<file path="config.mk">
export PLATFORM = sky130hd
export DESIGN_NAME = fwac_top
export DESIGN_NICKNAME = d
export VERILOG_FILES = /design/src/core/fwac_pkg.sv /design/src/core/fwac_tg_if.sv /design/src/core/fwac_tgen.sv /design/src/core/fwac_access.sv /design/src/core/fwac_top.sv
export SDC_FILE = /design/constraint.sdc
export NUM_CORES = 1
export LEC_CHECK = 0
export BUFFER_PORTS_ARGS = -buffer_cell sky130_fd_sc_hd__buf_2
export CORE_UTILIZATION = 40
export CTS_BUF_LIST = sky130_fd_sc_hd__clkbuf_8
export DETAILED_ROUTE_END_ITERATION = 16
export PLACE_DENSITY_LB_ADDON = 0.2
export SKIP_CTS_REPAIR_TIMING = 1
export SYNTH_ARGS = -nofsm -noshare
export SYNTH_HDL_FRONTEND = slang
export SYNTH_SLANG_ARGS = --single-unit
</file>
<file path="constraint.sdc">
create_clock -name sys_clk -period 9 [get_ports sys_clk]
set_input_delay 0 -clock sys_clk [delete_from_list [all_inputs] [get_ports sys_clk]]
set_output_delay 0 -clock sys_clk [all_outputs]
set_load 0.02 [all_outputs]
</file>
<file path="src/core/fwac_pkg.sv">
// constants, register layout and state type of the flash write access control
// assumes a single 50 MHz system clock and a fixed timing-generator divider
package fwac_pkg;

	// clock and timing generator
	localparam int          SYS_CLK_KHZ  = 50000;
	localparam int          TG_CLK_KHZ   = 400;
	localparam int          TG_DIV       = SYS_CLK_KHZ / TG_CLK_KHZ;
	localparam logic [6:0]  TG_DIV_LAST  = 7'(TG_DIV - 1);
	localparam int          CNT_W        = 13;
	localparam logic [12:0] WORD_TG      = 13'h001e;
	localparam logic [12:0] BLK_WORD_TG  = 13'h0019;
	localparam int          ERASE_TG_DEF = 4800;
	localparam logic [4:0]  SLICE_LAST   = 5'h1f;

	// block geometry: 64 bytes, 32 words
	localparam int          BLK_BYTES    = 64;
	localparam logic [4:0]  BLK_LAST     = 5'(BLK_BYTES / 2 - 1);

	// register indices, write password and read key
	localparam logic [1:0]  REG_CTL1     = 2'h0;
	localparam logic [1:0]  REG_CTL3     = 2'h1;
	localparam logic [1:0]  REG_CTLI     = 2'h2;
	localparam logic [7:0]  WR_PASSWORD  = 8'ha5;
	localparam logic [7:0]  RD_KEY       = 8'h96;

	// field positions
	localparam int          C1_ERASE     = 1;
	localparam int          C1_WRT       = 6;
	localparam int          C1_BLK       = 7;
	localparam int          C3_BUSY      = 0;
	localparam int          C3_KEY_VIOLATION_FLAG      = 1;
	localparam int          C3_ACCV      = 2;
	localparam int          C3_WAIT      = 3;
	localparam int          C3_LOCK      = 4;
	localparam int          C3_EMERGENCY_EXIT_BIT      = 5;
	localparam int          C3_FAIL      = 7;
	localparam int          CI_EEI       = 0;
	localparam int          CI_INTERRUPT_ABORT_ENABLE     = 1;
	localparam int          CI_ACCESS_VIOLATION_IRQ_ENABLE    = 2;

	// reset values and fixed data
	localparam logic        LOCK_RST     = 1'h1;
	localparam logic        WAIT_RST     = 1'h1;
	localparam logic [15:0] JUMP_OP      = 16'h3fff;

	typedef enum logic [1:0] {
		S_IDLE = 2'h0,
		S_OP   = 2'h1,
		S_SUSP = 2'h3,
		S_BLK  = 2'h2
	} fwac_state_t;

endpackage : fwac_pkg

</file>
<file path="src/core/fwac_tg_if.sv">
// link between the sequencer and the timing generator
// assumes both ends run on sys_clk
interface fwac_tg_if;
	logic                       start;
	logic                       hold;
	logic                       stop;
	logic [fwac_pkg::CNT_W-1:0] len;
	logic                       done;
	logic                       slice;
	modport gen (input start, input hold, input stop, input len, output done, output slice);
	modport ctl (output start, output hold, output stop, output len, input done, input slice);
endinterface : fwac_tg_if

</file>
<file path="src/core/fwac_tgen.sv">
// timing generator: divider enable and operation length counter
// assumes start, hold and stop come from same-clock logic
module fwac_tgen (
	// clock and reset
	input wire logic sys_clk,
	input wire logic reset,
	// timing control
	fwac_tg_if.gen   tg
);
	logic [6:0]                 div_q;
	logic                       tick_q;
	logic                       run_q;
	logic [fwac_pkg::CNT_W-1:0] cnt_q;
	logic [4:0]                 slc_q;
	logic                       done_q;
	logic                       slice_q;

	wire div_wrap = (div_q == fwac_pkg::TG_DIV_LAST);
	wire step     = tick_q && run_q && !tg.hold && !tg.stop;
	wire last     = (cnt_q == fwac_pkg::CNT_W'(1));
	wire slc_wrap = (slc_q == fwac_pkg::SLICE_LAST);

	assign tg.done  = done_q;
	assign tg.slice = slice_q;

	always_ff @(posedge sys_clk or posedge reset) begin
		if (reset) begin
			div_q  <= 7'h00;
			tick_q <= 1'b0;
		end else begin
			div_q  <= div_wrap ? 7'h00 : div_q + 7'h01;
			tick_q <= div_wrap;
		end
	end

	always_ff @(posedge sys_clk or posedge reset) begin
		if (reset) begin
			run_q   <= 1'b0;
			cnt_q   <= '0;
			slc_q   <= 5'h00;
			done_q  <= 1'b0;
			slice_q <= 1'b0;
		end else begin
			done_q  <= step && last;
			slice_q <= step && slc_wrap;
			if (tg.stop) begin
				run_q <= 1'b0;
			end else if (tg.start) begin
				run_q <= 1'b1;
				cnt_q <= tg.len;
				slc_q <= 5'h00;
			end else if (tg.hold) begin
				// a resumed erase always gets a full slice
				slc_q <= 5'h00;
			end else if (step) begin
				cnt_q <= cnt_q - fwac_pkg::CNT_W'(1);
				slc_q <= slc_q + 5'h01;
				if (last) begin
					run_q <= 1'b0;
				end
			end
		end
	end

endmodule : fwac_tgen

</file>
<file path="src/core/fwac_access.sv">
// classifies one cpu flash access against the current operation
// assumes all inputs are same-clock, output is purely combinational
module fwac_access (
	// operation state
	input  wire logic is_op,
	input  wire logic is_blk,
	input  wire logic is_susp,
	input  wire logic op_from_flash,
	input  wire logic wait_rdy,
	input  wire logic write_enable_bit,
	input  wire logic erase_bit,
	input  wire logic lock_bit,
	// cpu access
	input  wire logic req,
	input  wire logic req_we,
	input  wire logic req_fetch,
	// verdict
	output wire logic viol,
	output wire logic lock_set,
	output wire logic jump,
	output wire logic idle_wr,
	output wire logic blk_wr
);
	wire idle    = !is_op && !is_blk && !is_susp;
	wire wr_bad  = (!write_enable_bit && !erase_bit) || lock_bit;
	wire op_ram  = is_op && !op_from_flash;
	wire op_fl   = is_op && op_from_flash;
	wire blk_lo  = is_blk && !wait_rdy;
	wire blk_hi  = is_blk && wait_rdy;
	wire idle_v  = idle && req_we && wr_bad;
	wire op_v    = op_ram || (op_fl && req_we);
	wire blk_v   = blk_lo || (blk_hi && req_fetch);

	assign viol     = req && (idle_v || op_v || blk_v);
	assign lock_set = req && blk_v;
	assign jump     = is_op || is_blk;
	assign idle_wr  = req && idle && req_we && !wr_bad;
	assign blk_wr   = req && blk_hi && req_we;
endmodule : fwac_access

</file>
<file path="src/core/fwac_top.sv">
// flash write access control: write/erase sequencing, cpu arbitration
// assumes the cpu port and interrupt inputs are on sys_clk
// Contract
// - programming voltage stays on through the whole 64-byte block write
// - busy high for the whole block, cleared when each block completes
// - wait flag high when next word is accepted; cpu polls it
// - flash access during a ram-started busy operation flags violation
// - flash write with write enable and erase both clear flags violation, flash untouched
// - fetches see the self-jump opcode until a flash-started operation ends
// - busy erase or word write: reads give 3fff, writes dropped and flagged
// - block write with wait low: any access sets violation and lock
// - block wait high: reads 3fff, writes taken, fetch sets violation and lock
// - both interrupt controls clear: interrupts masked during operations
// - abort control and global enable: interrupt aborts and sets failure
// - interruptible erase yields every 32 generator cycles, resumes 32 more
// - during a suspended erase busy stays set, accesses not flagged
// - any reset aborts an erase; software stops watchdog first
// - emergency exit halts everything and clears the first control register
// - write enable alone selects word writes, with block mode block write
// - control writes need password a5 in upper byte, else key violation
// - first control register write in block mode allowed only with wait high
// - violation flag sticky until cleared, enable raises non-maskable request
module fwac_top #(
	parameter int unsigned ERASE_TG = fwac_pkg::ERASE_TG_DEF
) (
	// clock and reset
	input  wire logic        sys_clk,
	input  wire logic        reset,
	// register port
	input  wire logic [1:0]  reg_addr,
	input  wire logic [15:0] reg_wdata,
	input  wire logic        reg_we,
	input  wire logic        reg_re,
	output      logic [15:0] reg_rdata,
	// cpu flash port
	input  wire logic        fl_req,
	input  wire logic        fl_we,
	input  wire logic        fl_fetch,
	input  wire logic        cpu_in_flash,
	input  wire logic [14:0] fl_addr,
	input  wire logic [15:0] fl_wdata,
	output      logic [15:0] fl_rdata,
	output      logic        fl_rvalid,
	// flash array
	output      logic [14:0] arr_addr,
	output      logic [15:0] arr_wdata,
	output      logic        arr_we,
	output      logic        arr_re,
	output      logic        arr_erase,
	output      logic        arr_prog_on,
	input  wire logic [15:0] arr_rdata,
	// interrupt side
	input  wire logic        irq_pending,
	input  wire logic        global_irq_enable,
	input  wire logic        irq_service_done,
	output      logic        irq_mask,
	output      logic        erase_suspended,
	output      logic        access_violation_nmi,
	output      logic        power_up_clear_reset
);
	localparam logic [fwac_pkg::CNT_W-1:0] ERASE_LEN = ERASE_TG[fwac_pkg::CNT_W-1:0];

	fwac_tg_if tg ();

	fwac_pkg::fwac_state_t state_q;
	fwac_pkg::fwac_state_t state_d;

	logic        write_enable_bit_q;
	logic        block_mode_bit_q;
	logic        erase_q;
	logic        lock_q;
	logic        wait_q;
	logic        access_violation_flag_q;
	logic        key_violation_flag_q;
	logic        fail_q;
	logic        erase_interruptible_enable_q;
	logic        interrupt_abort_enable_q;
	logic        access_violation_irq_enable_q;
	logic        from_flash_q;
	logic [4:0]  wcnt_q;
	logic [15:0] reg_rdata_q;
	logic [15:0] fl_rdata_q;
	logic        fl_rvalid_q;
	logic        rd_pend_q;
	logic        jmp_pend_q;
	logic [14:0] arr_addr_q;
	logic [15:0] arr_wdata_q;
	logic        arr_we_q;
	logic        arr_re_q;
	logic        puc_q;

	// access verdict
	logic viol;
	logic lock_set;
	logic jump;
	logic idle_wr;
	logic blk_wr;

	wire is_op   = (state_q == fwac_pkg::S_OP);
	wire is_blk  = (state_q == fwac_pkg::S_BLK);
	wire is_susp = (state_q == fwac_pkg::S_SUSP);
	wire busy    = (state_q != fwac_pkg::S_IDLE);

	fwac_access u_access (
		.is_op            (is_op),
		.is_blk           (is_blk),
		.is_susp          (is_susp),
		.op_from_flash    (from_flash_q),
		.wait_rdy         (wait_q),
		.write_enable_bit (write_enable_bit_q),
		.erase_bit        (erase_q),
		.lock_bit         (lock_q),
		.req              (fl_req),
		.req_we           (fl_we),
		.req_fetch        (fl_fetch),
		.viol             (viol),
		.lock_set         (lock_set),
		.jump             (jump),
		.idle_wr          (idle_wr),
		.blk_wr           (blk_wr)
	);

	fwac_tgen u_tgen (
		.sys_clk (sys_clk),
		.reset   (reset),
		.tg      (tg.gen)
	);

	// register decode
	wire key_ok    = (reg_wdata[15:8] == fwac_pkg::WR_PASSWORD);
	wire mapped    = (reg_addr != 2'h3);
	wire key_bad   = reg_we && mapped && !key_ok;
	wire wr_ctl1   = reg_we && key_ok && (reg_addr == fwac_pkg::REG_CTL1);
	wire wr_ctl3   = reg_we && key_ok && (reg_addr == fwac_pkg::REG_CTL3);
	wire wr_ctli   = reg_we && key_ok && (reg_addr == fwac_pkg::REG_CTLI);
	wire c1_viol   = wr_ctl1 && (is_op || (is_blk && !wait_q));
	wire c1_ok     = wr_ctl1 && !c1_viol;
	wire emergency_exit_bit      = wr_ctl3 && reg_wdata[fwac_pkg::C3_EMERGENCY_EXIT_BIT];

	// operation control
	wire irq_abort = busy && interrupt_abort_enable_q
		&& global_irq_enable && irq_pending;
	wire kill      = emergency_exit_bit || irq_abort;
	wire may_susp  = erase_q && erase_interruptible_enable_q
		&& !interrupt_abort_enable_q && global_irq_enable;
	wire suspend   = is_op && may_susp && tg.slice && irq_pending;
	wire blk_last  = (wcnt_q == fwac_pkg::BLK_LAST);
	wire blk_end   = is_blk && ((tg.done && blk_last) || (wait_q && !block_mode_bit_q));
	wire start_blk = idle_wr && !erase_q && block_mode_bit_q;
	wire start_op  = idle_wr && !start_blk;

	// flag events; a set always beats a software clear
	wire accv_set  = viol || c1_viol;
	wire accv_clr  = wr_ctl3 && !reg_wdata[fwac_pkg::C3_ACCV];
	wire fail_clr  = wr_ctl3 && !reg_wdata[fwac_pkg::C3_FAIL];
	wire key_violation_flag_clr  = wr_ctl3 && !reg_wdata[fwac_pkg::C3_KEY_VIOLATION_FLAG];

	assign tg.start = !kill && (start_op || start_blk || blk_wr);
	assign tg.len   = erase_q ? ERASE_LEN
		: (block_mode_bit_q ? fwac_pkg::BLK_WORD_TG : fwac_pkg::WORD_TG);
	assign tg.hold  = is_susp;
	assign tg.stop  = kill;

	always_comb begin
		state_d = state_q;
		case (state_q)
			fwac_pkg::S_IDLE: begin
				if (start_blk) begin
					state_d = fwac_pkg::S_BLK;
				end else if (start_op) begin
					state_d = fwac_pkg::S_OP;
				end
			end
			fwac_pkg::S_OP: begin
				if (kill || tg.done) begin
					state_d = fwac_pkg::S_IDLE;
				end else if (suspend) begin
					state_d = fwac_pkg::S_SUSP;
				end
			end
			fwac_pkg::S_SUSP: begin
				if (kill) begin
					state_d = fwac_pkg::S_IDLE;
				end else if (irq_service_done) begin
					state_d = fwac_pkg::S_OP;
				end
			end
			fwac_pkg::S_BLK: begin
				if (kill || blk_end) begin
					state_d = fwac_pkg::S_IDLE;
				end
			end
			default: begin
				state_d = fwac_pkg::S_IDLE;
			end
		endcase
	end

	// reset aborts any operation in flight
	always_ff @(posedge sys_clk or posedge reset) begin
		if (reset) begin
			state_q <= fwac_pkg::S_IDLE;
		end else begin
			state_q <= state_d;
		end
	end

	// first control register
	always_ff @(posedge sys_clk or posedge reset) begin
		if (reset) begin
			write_enable_bit_q <= 1'b0;
			block_mode_bit_q   <= 1'b0;
			erase_q            <= 1'b0;
		end else if (emergency_exit_bit) begin
			write_enable_bit_q <= 1'b0;
			block_mode_bit_q   <= 1'b0;
			erase_q            <= 1'b0;
		end else if (c1_ok) begin
			write_enable_bit_q <= reg_wdata[fwac_pkg::C1_WRT];
			block_mode_bit_q   <= reg_wdata[fwac_pkg::C1_BLK];
			erase_q            <= reg_wdata[fwac_pkg::C1_ERASE];
		end else if (is_op && tg.done && erase_q) begin
			erase_q            <= 1'b0;
		end
	end

	// third control register and interrupt controls
	always_ff @(posedge sys_clk or posedge reset) begin
		if (reset) begin
			lock_q                        <= fwac_pkg::LOCK_RST;
			access_violation_flag_q       <= 1'b0;
			key_violation_flag_q          <= 1'b0;
			fail_q                        <= 1'b0;
			erase_interruptible_enable_q  <= 1'b0;
			interrupt_abort_enable_q      <= 1'b0;
			access_violation_irq_enable_q <= 1'b0;
			puc_q                         <= 1'b0;
		end else begin
			lock_q <= lock_set || (wr_ctl3 ? reg_wdata[fwac_pkg::C3_LOCK] : lock_q);
			access_violation_flag_q <= accv_set
				|| (access_violation_flag_q && !accv_clr);
			key_violation_flag_q <= key_bad || (key_violation_flag_q && !key_violation_flag_clr);
			fail_q <= irq_abort || (fail_q && !fail_clr);
			puc_q  <= key_bad;
			if (wr_ctli) begin
				erase_interruptible_enable_q  <= reg_wdata[fwac_pkg::CI_EEI];
				interrupt_abort_enable_q      <= reg_wdata[fwac_pkg::CI_INTERRUPT_ABORT_ENABLE];
				access_violation_irq_enable_q <= reg_wdata[fwac_pkg::CI_ACCESS_VIOLATION_IRQ_ENABLE];
			end
		end
	end

	// operation bookkeeping
	always_ff @(posedge sys_clk or posedge reset) begin
		if (reset) begin
			wait_q       <= fwac_pkg::WAIT_RST;
			from_flash_q <= 1'b0;
			wcnt_q       <= 5'h00;
		end else if (kill || blk_end) begin
			wait_q       <= 1'b1;
		end else if (start_op) begin
			from_flash_q <= cpu_in_flash;
		end else if (start_blk) begin
			// block starts from ram only; reads still get the jump opcode, since jump covers is_blk
			from_flash_q <= 1'b0;
			wait_q       <= 1'b0;
			wcnt_q       <= 5'h00;
		end else if (blk_wr) begin
			wait_q       <= 1'b0;
			wcnt_q       <= wcnt_q + 5'h01;
		end else if (is_blk && tg.done) begin
			wait_q       <= 1'b1;
		end
	end

	// array side: writes only for accepted accesses, erase dummy write is not stored
	always_ff @(posedge sys_clk or posedge reset) begin
		if (reset) begin
			arr_addr_q  <= 15'h0000;
			arr_wdata_q <= 16'h0000;
			arr_we_q    <= 1'b0;
			arr_re_q    <= 1'b0;
		end else begin
			arr_we_q <= !kill && ((start_op && !erase_q) || start_blk || blk_wr);
			arr_re_q <= fl_req && !fl_we && (!jump || is_susp);
			if (fl_req) begin
				arr_addr_q  <= fl_addr;
				arr_wdata_q <= fl_wdata;
			end
		end
	end

	// cpu read pipe: request, array access, data
	always_ff @(posedge sys_clk or posedge reset) begin
		if (reset) begin
			rd_pend_q   <= 1'b0;
			jmp_pend_q  <= 1'b0;
			fl_rdata_q  <= 16'h0000;
			fl_rvalid_q <= 1'b0;
		end else begin
			rd_pend_q   <= fl_req && !fl_we;
			jmp_pend_q  <= jump;
			fl_rvalid_q <= rd_pend_q;
			if (rd_pend_q) begin
				fl_rdata_q <= jmp_pend_q ? fwac_pkg::JUMP_OP : arr_rdata;
			end
		end
	end

	// register read, one cycle after the strobe
	always_ff @(posedge sys_clk or posedge reset) begin
		if (reset) begin
			reg_rdata_q <= 16'h0000;
		end else if (reg_re) begin
			case (reg_addr)
				fwac_pkg::REG_CTL1: begin
					reg_rdata_q <= {fwac_pkg::RD_KEY, block_mode_bit_q,
						write_enable_bit_q, 4'h0, erase_q, 1'b0};
				end
				fwac_pkg::REG_CTL3: begin
					reg_rdata_q <= {fwac_pkg::RD_KEY, fail_q, 2'h0, lock_q,
						wait_q, access_violation_flag_q, key_violation_flag_q, busy};
				end
				fwac_pkg::REG_CTLI: begin
					reg_rdata_q <= {13'h0000, access_violation_irq_enable_q,
						interrupt_abort_enable_q, erase_interruptible_enable_q};
				end
				default: begin
					reg_rdata_q <= 16'h0000;
				end
			endcase
		end else begin
			reg_rdata_q <= 16'h0000;
		end
	end

	// outputs
	assign reg_rdata            = reg_rdata_q;
	assign fl_rdata             = fl_rdata_q;
	assign fl_rvalid            = fl_rvalid_q;
	assign arr_addr             = arr_addr_q;
	assign arr_wdata            = arr_wdata_q;
	assign arr_we               = arr_we_q;
	assign arr_re               = arr_re_q;
	assign arr_erase            = is_op && erase_q;
	// voltage kept up across the block instead of per word: 25 instead of 30 generator cycles per word
	assign arr_prog_on          = is_blk || (is_op && !erase_q);
	assign erase_suspended      = is_susp;
	// pending interrupts stay flagged outside; they fire once unmasked
	assign irq_mask             = (is_op || is_blk)
		&& !(interrupt_abort_enable_q && global_irq_enable);
	assign access_violation_nmi = access_violation_flag_q
		&& access_violation_irq_enable_q;
	assign power_up_clear_reset = puc_q;

endmodule : fwac_top

</file>
==> flow_summary.ini <==
[floorplanning]
ios = 148
start_util_pct = 41.5
core-area_um2 = 12800
die_h_um = 117
num_rows = 41
dieArea_um2 = 13700
die_w_um = 117

[drt]
wl_um = 12900
via_count = 4481
final_antenna_net_count = 0
vias_per_cell = 5.30
drcViolationCount = 0
drt_iter0_markers = 227
wl_per_cell_um = 15.2
first_pass_iters = 4

[grt]
grt_overflow = 0
grt_busiest_layer = met2
grt_max_degree = 73
grt_pass1_wl_um = 18500
grt_use_total_pct = 17.6
grtUsageMet1_pct = 22.2
antenna_found_initial = 0
grt_use_met3_pct = 3.19
grt_use_met2_pct = 29.4
grt_pass1_vias = 3921

[power_and_ir_drop]
finalPower_uw = 1410
p_per_area_nw_per_um2 = 203
peakVddDrop_v = 0.0000866
seqPwrFrac_pct = 44.5
clock_power_share_pct = 23.5
swShare_pct = 34.6
combPwrFrac_pct = 32.0
p_int_uw = 919
power.switching_uw = 486
p_leak_uw = 0.00319

[synthesis]
synth.avg_cell_area_um2 = 11.0
postSynthCellCount = 481
synthDistinctLibCells = 67
synthAdderAreaFrac_pct = 3.07
synth_flop_cell = dfrtp_1
synth-compound-area-share_pct = 15.2
yosys_warnings = 0
synth_top_area_share_pct = 50.5
synthMuxAreaShare_pct = 9.13
yosysTopAreaCell = dfrtp_1
ys_seq_area_share_pct = 51.5
synth-edff-count = 0
ys_seq_elements = 109
netlist_area_um2 = 5300
synth_xor_area_share_pct = 0.661
synth_top_family_by_area = simple AND/OR/NAND/NOR gates
yosys-top-cells-area = dfrtp_1, mux2_2, ha_1
async_reset_ff_share_pct = 100
yosys.area_share.simple_pct = 15.7

[sta]
drv_slew = 0
rsz0062_at_grt = false
tightest_slew_ns = 1.01
hold_violations = 1
min_period_ns = 2.68
finalCritPeriodShare_pct = 29.8
holdWs_ns = -0.00891
slew_headroom_pct = 32.4
clock_skew_ns = 0.00729
setup_viol = 0
fmax_ghz = 0.373
finalSetupTns_ns = 0

[clock_tree]
insertion_delay_ns = 0.39
cts_root_buf = clkbuf_8
cts_tree = done
cts_max_level = 3
cts_buffers = 9
clkTransAtPathRegs_ns = 0.10
clock-sinks = 109
clk_path_buf_depth = 2

[layout]
final_cell_mix = buf_2, dfrtp_1, dlygate4sd3_1
layout-drive-gt1-share_pct = 31.2
fin_nets = 758
layout_commonest_cell = buf_2
fin_util_pct = 54.3
antenna_cells = 0
final_area_um2 = 6930
num-fill-cells = 1087
area_growth_pct = 30.8
fin_cells = 846

[worst_setup_path]
worstPathMaxFanout = 19
worst-path-buf-inv = 1
path_cells = inv_1 -> ha_1 -> nand4_1 -> a21boi_2 -> nand2b_1 -> o221ai_1
cpMaxStageDelayCell = a21boi_2
path_delay_family = compound AO/OA/AOI/OAI gates
cp-end-kind = flop
slowest_delay_ns = 0.84
reg2reg_setup_slack_ns = 6.32
worstPathArrival_ns = 2.98
crit_type = reg2reg
crit_required_ns = 9.30
startpoint_type = flop

[outcome]
status = finished with violations
violations = negative hold slack

[placement]
finalWeightedCongestion = 0.835
port_buffers = 141
hpwl_um = 8550
numPlacedInstances = 770
placed_area_um2 = 6110

[hold_path]
hold_class = in2reg

[run]
cap_violations = 0
## metrics by stage
step / worst slack, ns / hold slack [ns]
global placement: 6.41 / 0.0524
finish: 6.32 / -0.00891
global route: 6.10 / 0.0101
floorplan: 6.13 / 0.0730
CTS: 6.32 / -0.376
detailed placement: 6.32 / 0.0499
## sequential cells by signal, summed over array words and instances (netlist names), 2 cells and up
| signal | count |
|---|---|
| arr_wdata | 16 |
| fl_rdata | 16 |
| arr_addr | 15 |
| u_tgen.cnt_q | 13 |
| reg_rdata | 8 |
| u_tgen.div_q | 7 |
| u_tgen.slc_q | 5 |
| wcnt_q | 5 |
| state_q | 2 |
## worst reg2reg max path, stage by stage, from the launching register on
cell	delay, ns
dfrtp_1	0.44
inv_1	0.11
ha_1	0.32
nand4_1	0.30
a21boi_2	0.84
nand2b_1	0.31
o221ai_1	0.28
## area by class of cell
class | count | area, µm² | area share, %
clock buffers | 9 | 124 | 1.79
clock inverters | 7 | 97.6 | 1.41
inverters | 25 | 96.3 | 1.39
multi-input cells | 321 | 2350 | 33.9
flip-flops and latches | 109 | 2730 | 39.4
well taps | 172 | 215 | 3.10
repair buffers | 203 | 1320 | 19.1
## per-layer routing
layer,vias up,part of all wire [%]
met4,0,1.9
met5,-,0
met3,18,4.8
li1,2149,-
met2,135,49
met1,2179,44
## Yosys cell counts (5+ instances only)
cell type    n
nor3_1      14
nand4_1      5
or3_1        6
and3_1      10
mux2i_1      9
o221ai_1     5
or2_2        5
mux2_2      35
o22a_1      14
nor2b_1     11
nor4_1       6
ha_1        13
a32o_1       5
nor2_1      13
clkbuf_1    14
buf_4        8
dfrtp_1    107
nand3_1     14
or4_1        6
nand2b_1     6
o21ai_0     19
nand2_1     28
inv_1       25
a21oi_1     13
## logic make-up (layout without fill, tap and decap cells)
| logic type | after synthesis | after routing |
|---|---|---|
| adders and majority gates | 13 | 13 |
| and+or+nand+nor | 145 | 145 |
| muxes | 44 | 44 |
| buffers and inverters | 55 | 244 |
| xor gates and xnor gates | 4 | 4 |
| other | 1 | 5 |
| DFF | 109 | 109 |
| AOI/OAI and AO/OA | 110 | 110 |
## power groups by stage
stage / registers, µW / clock network [µW] / logic, µW
final: 626 / 330 / 449
after global routing: 638 / 361 / 497
after CTS: 625 / 341 / 429
after detailed placement: 634 / 0 / 427
after global placement: 631 / 0 / 420
after floorplan: 668 / 0 / 263
## final timing paths
kind / start / to / cells after the start
worst min register to register: jmp_pend_q / fl_rdata[14] / 1
worst max-delay path: state_q[0] / u_tgen.slc_q[3] / 6
min in group asynchronous: reset / fl_rdata[10] / 3
worst max register to register: state_q[0] / u_tgen.slc_q[3] / 6
worst min-delay path: fl_fetch / lock_q / 3
max in group asynchronous: reset / u_tgen.div_q[0] / 4
No activity file was read; power rests on OpenSTA's default activity.
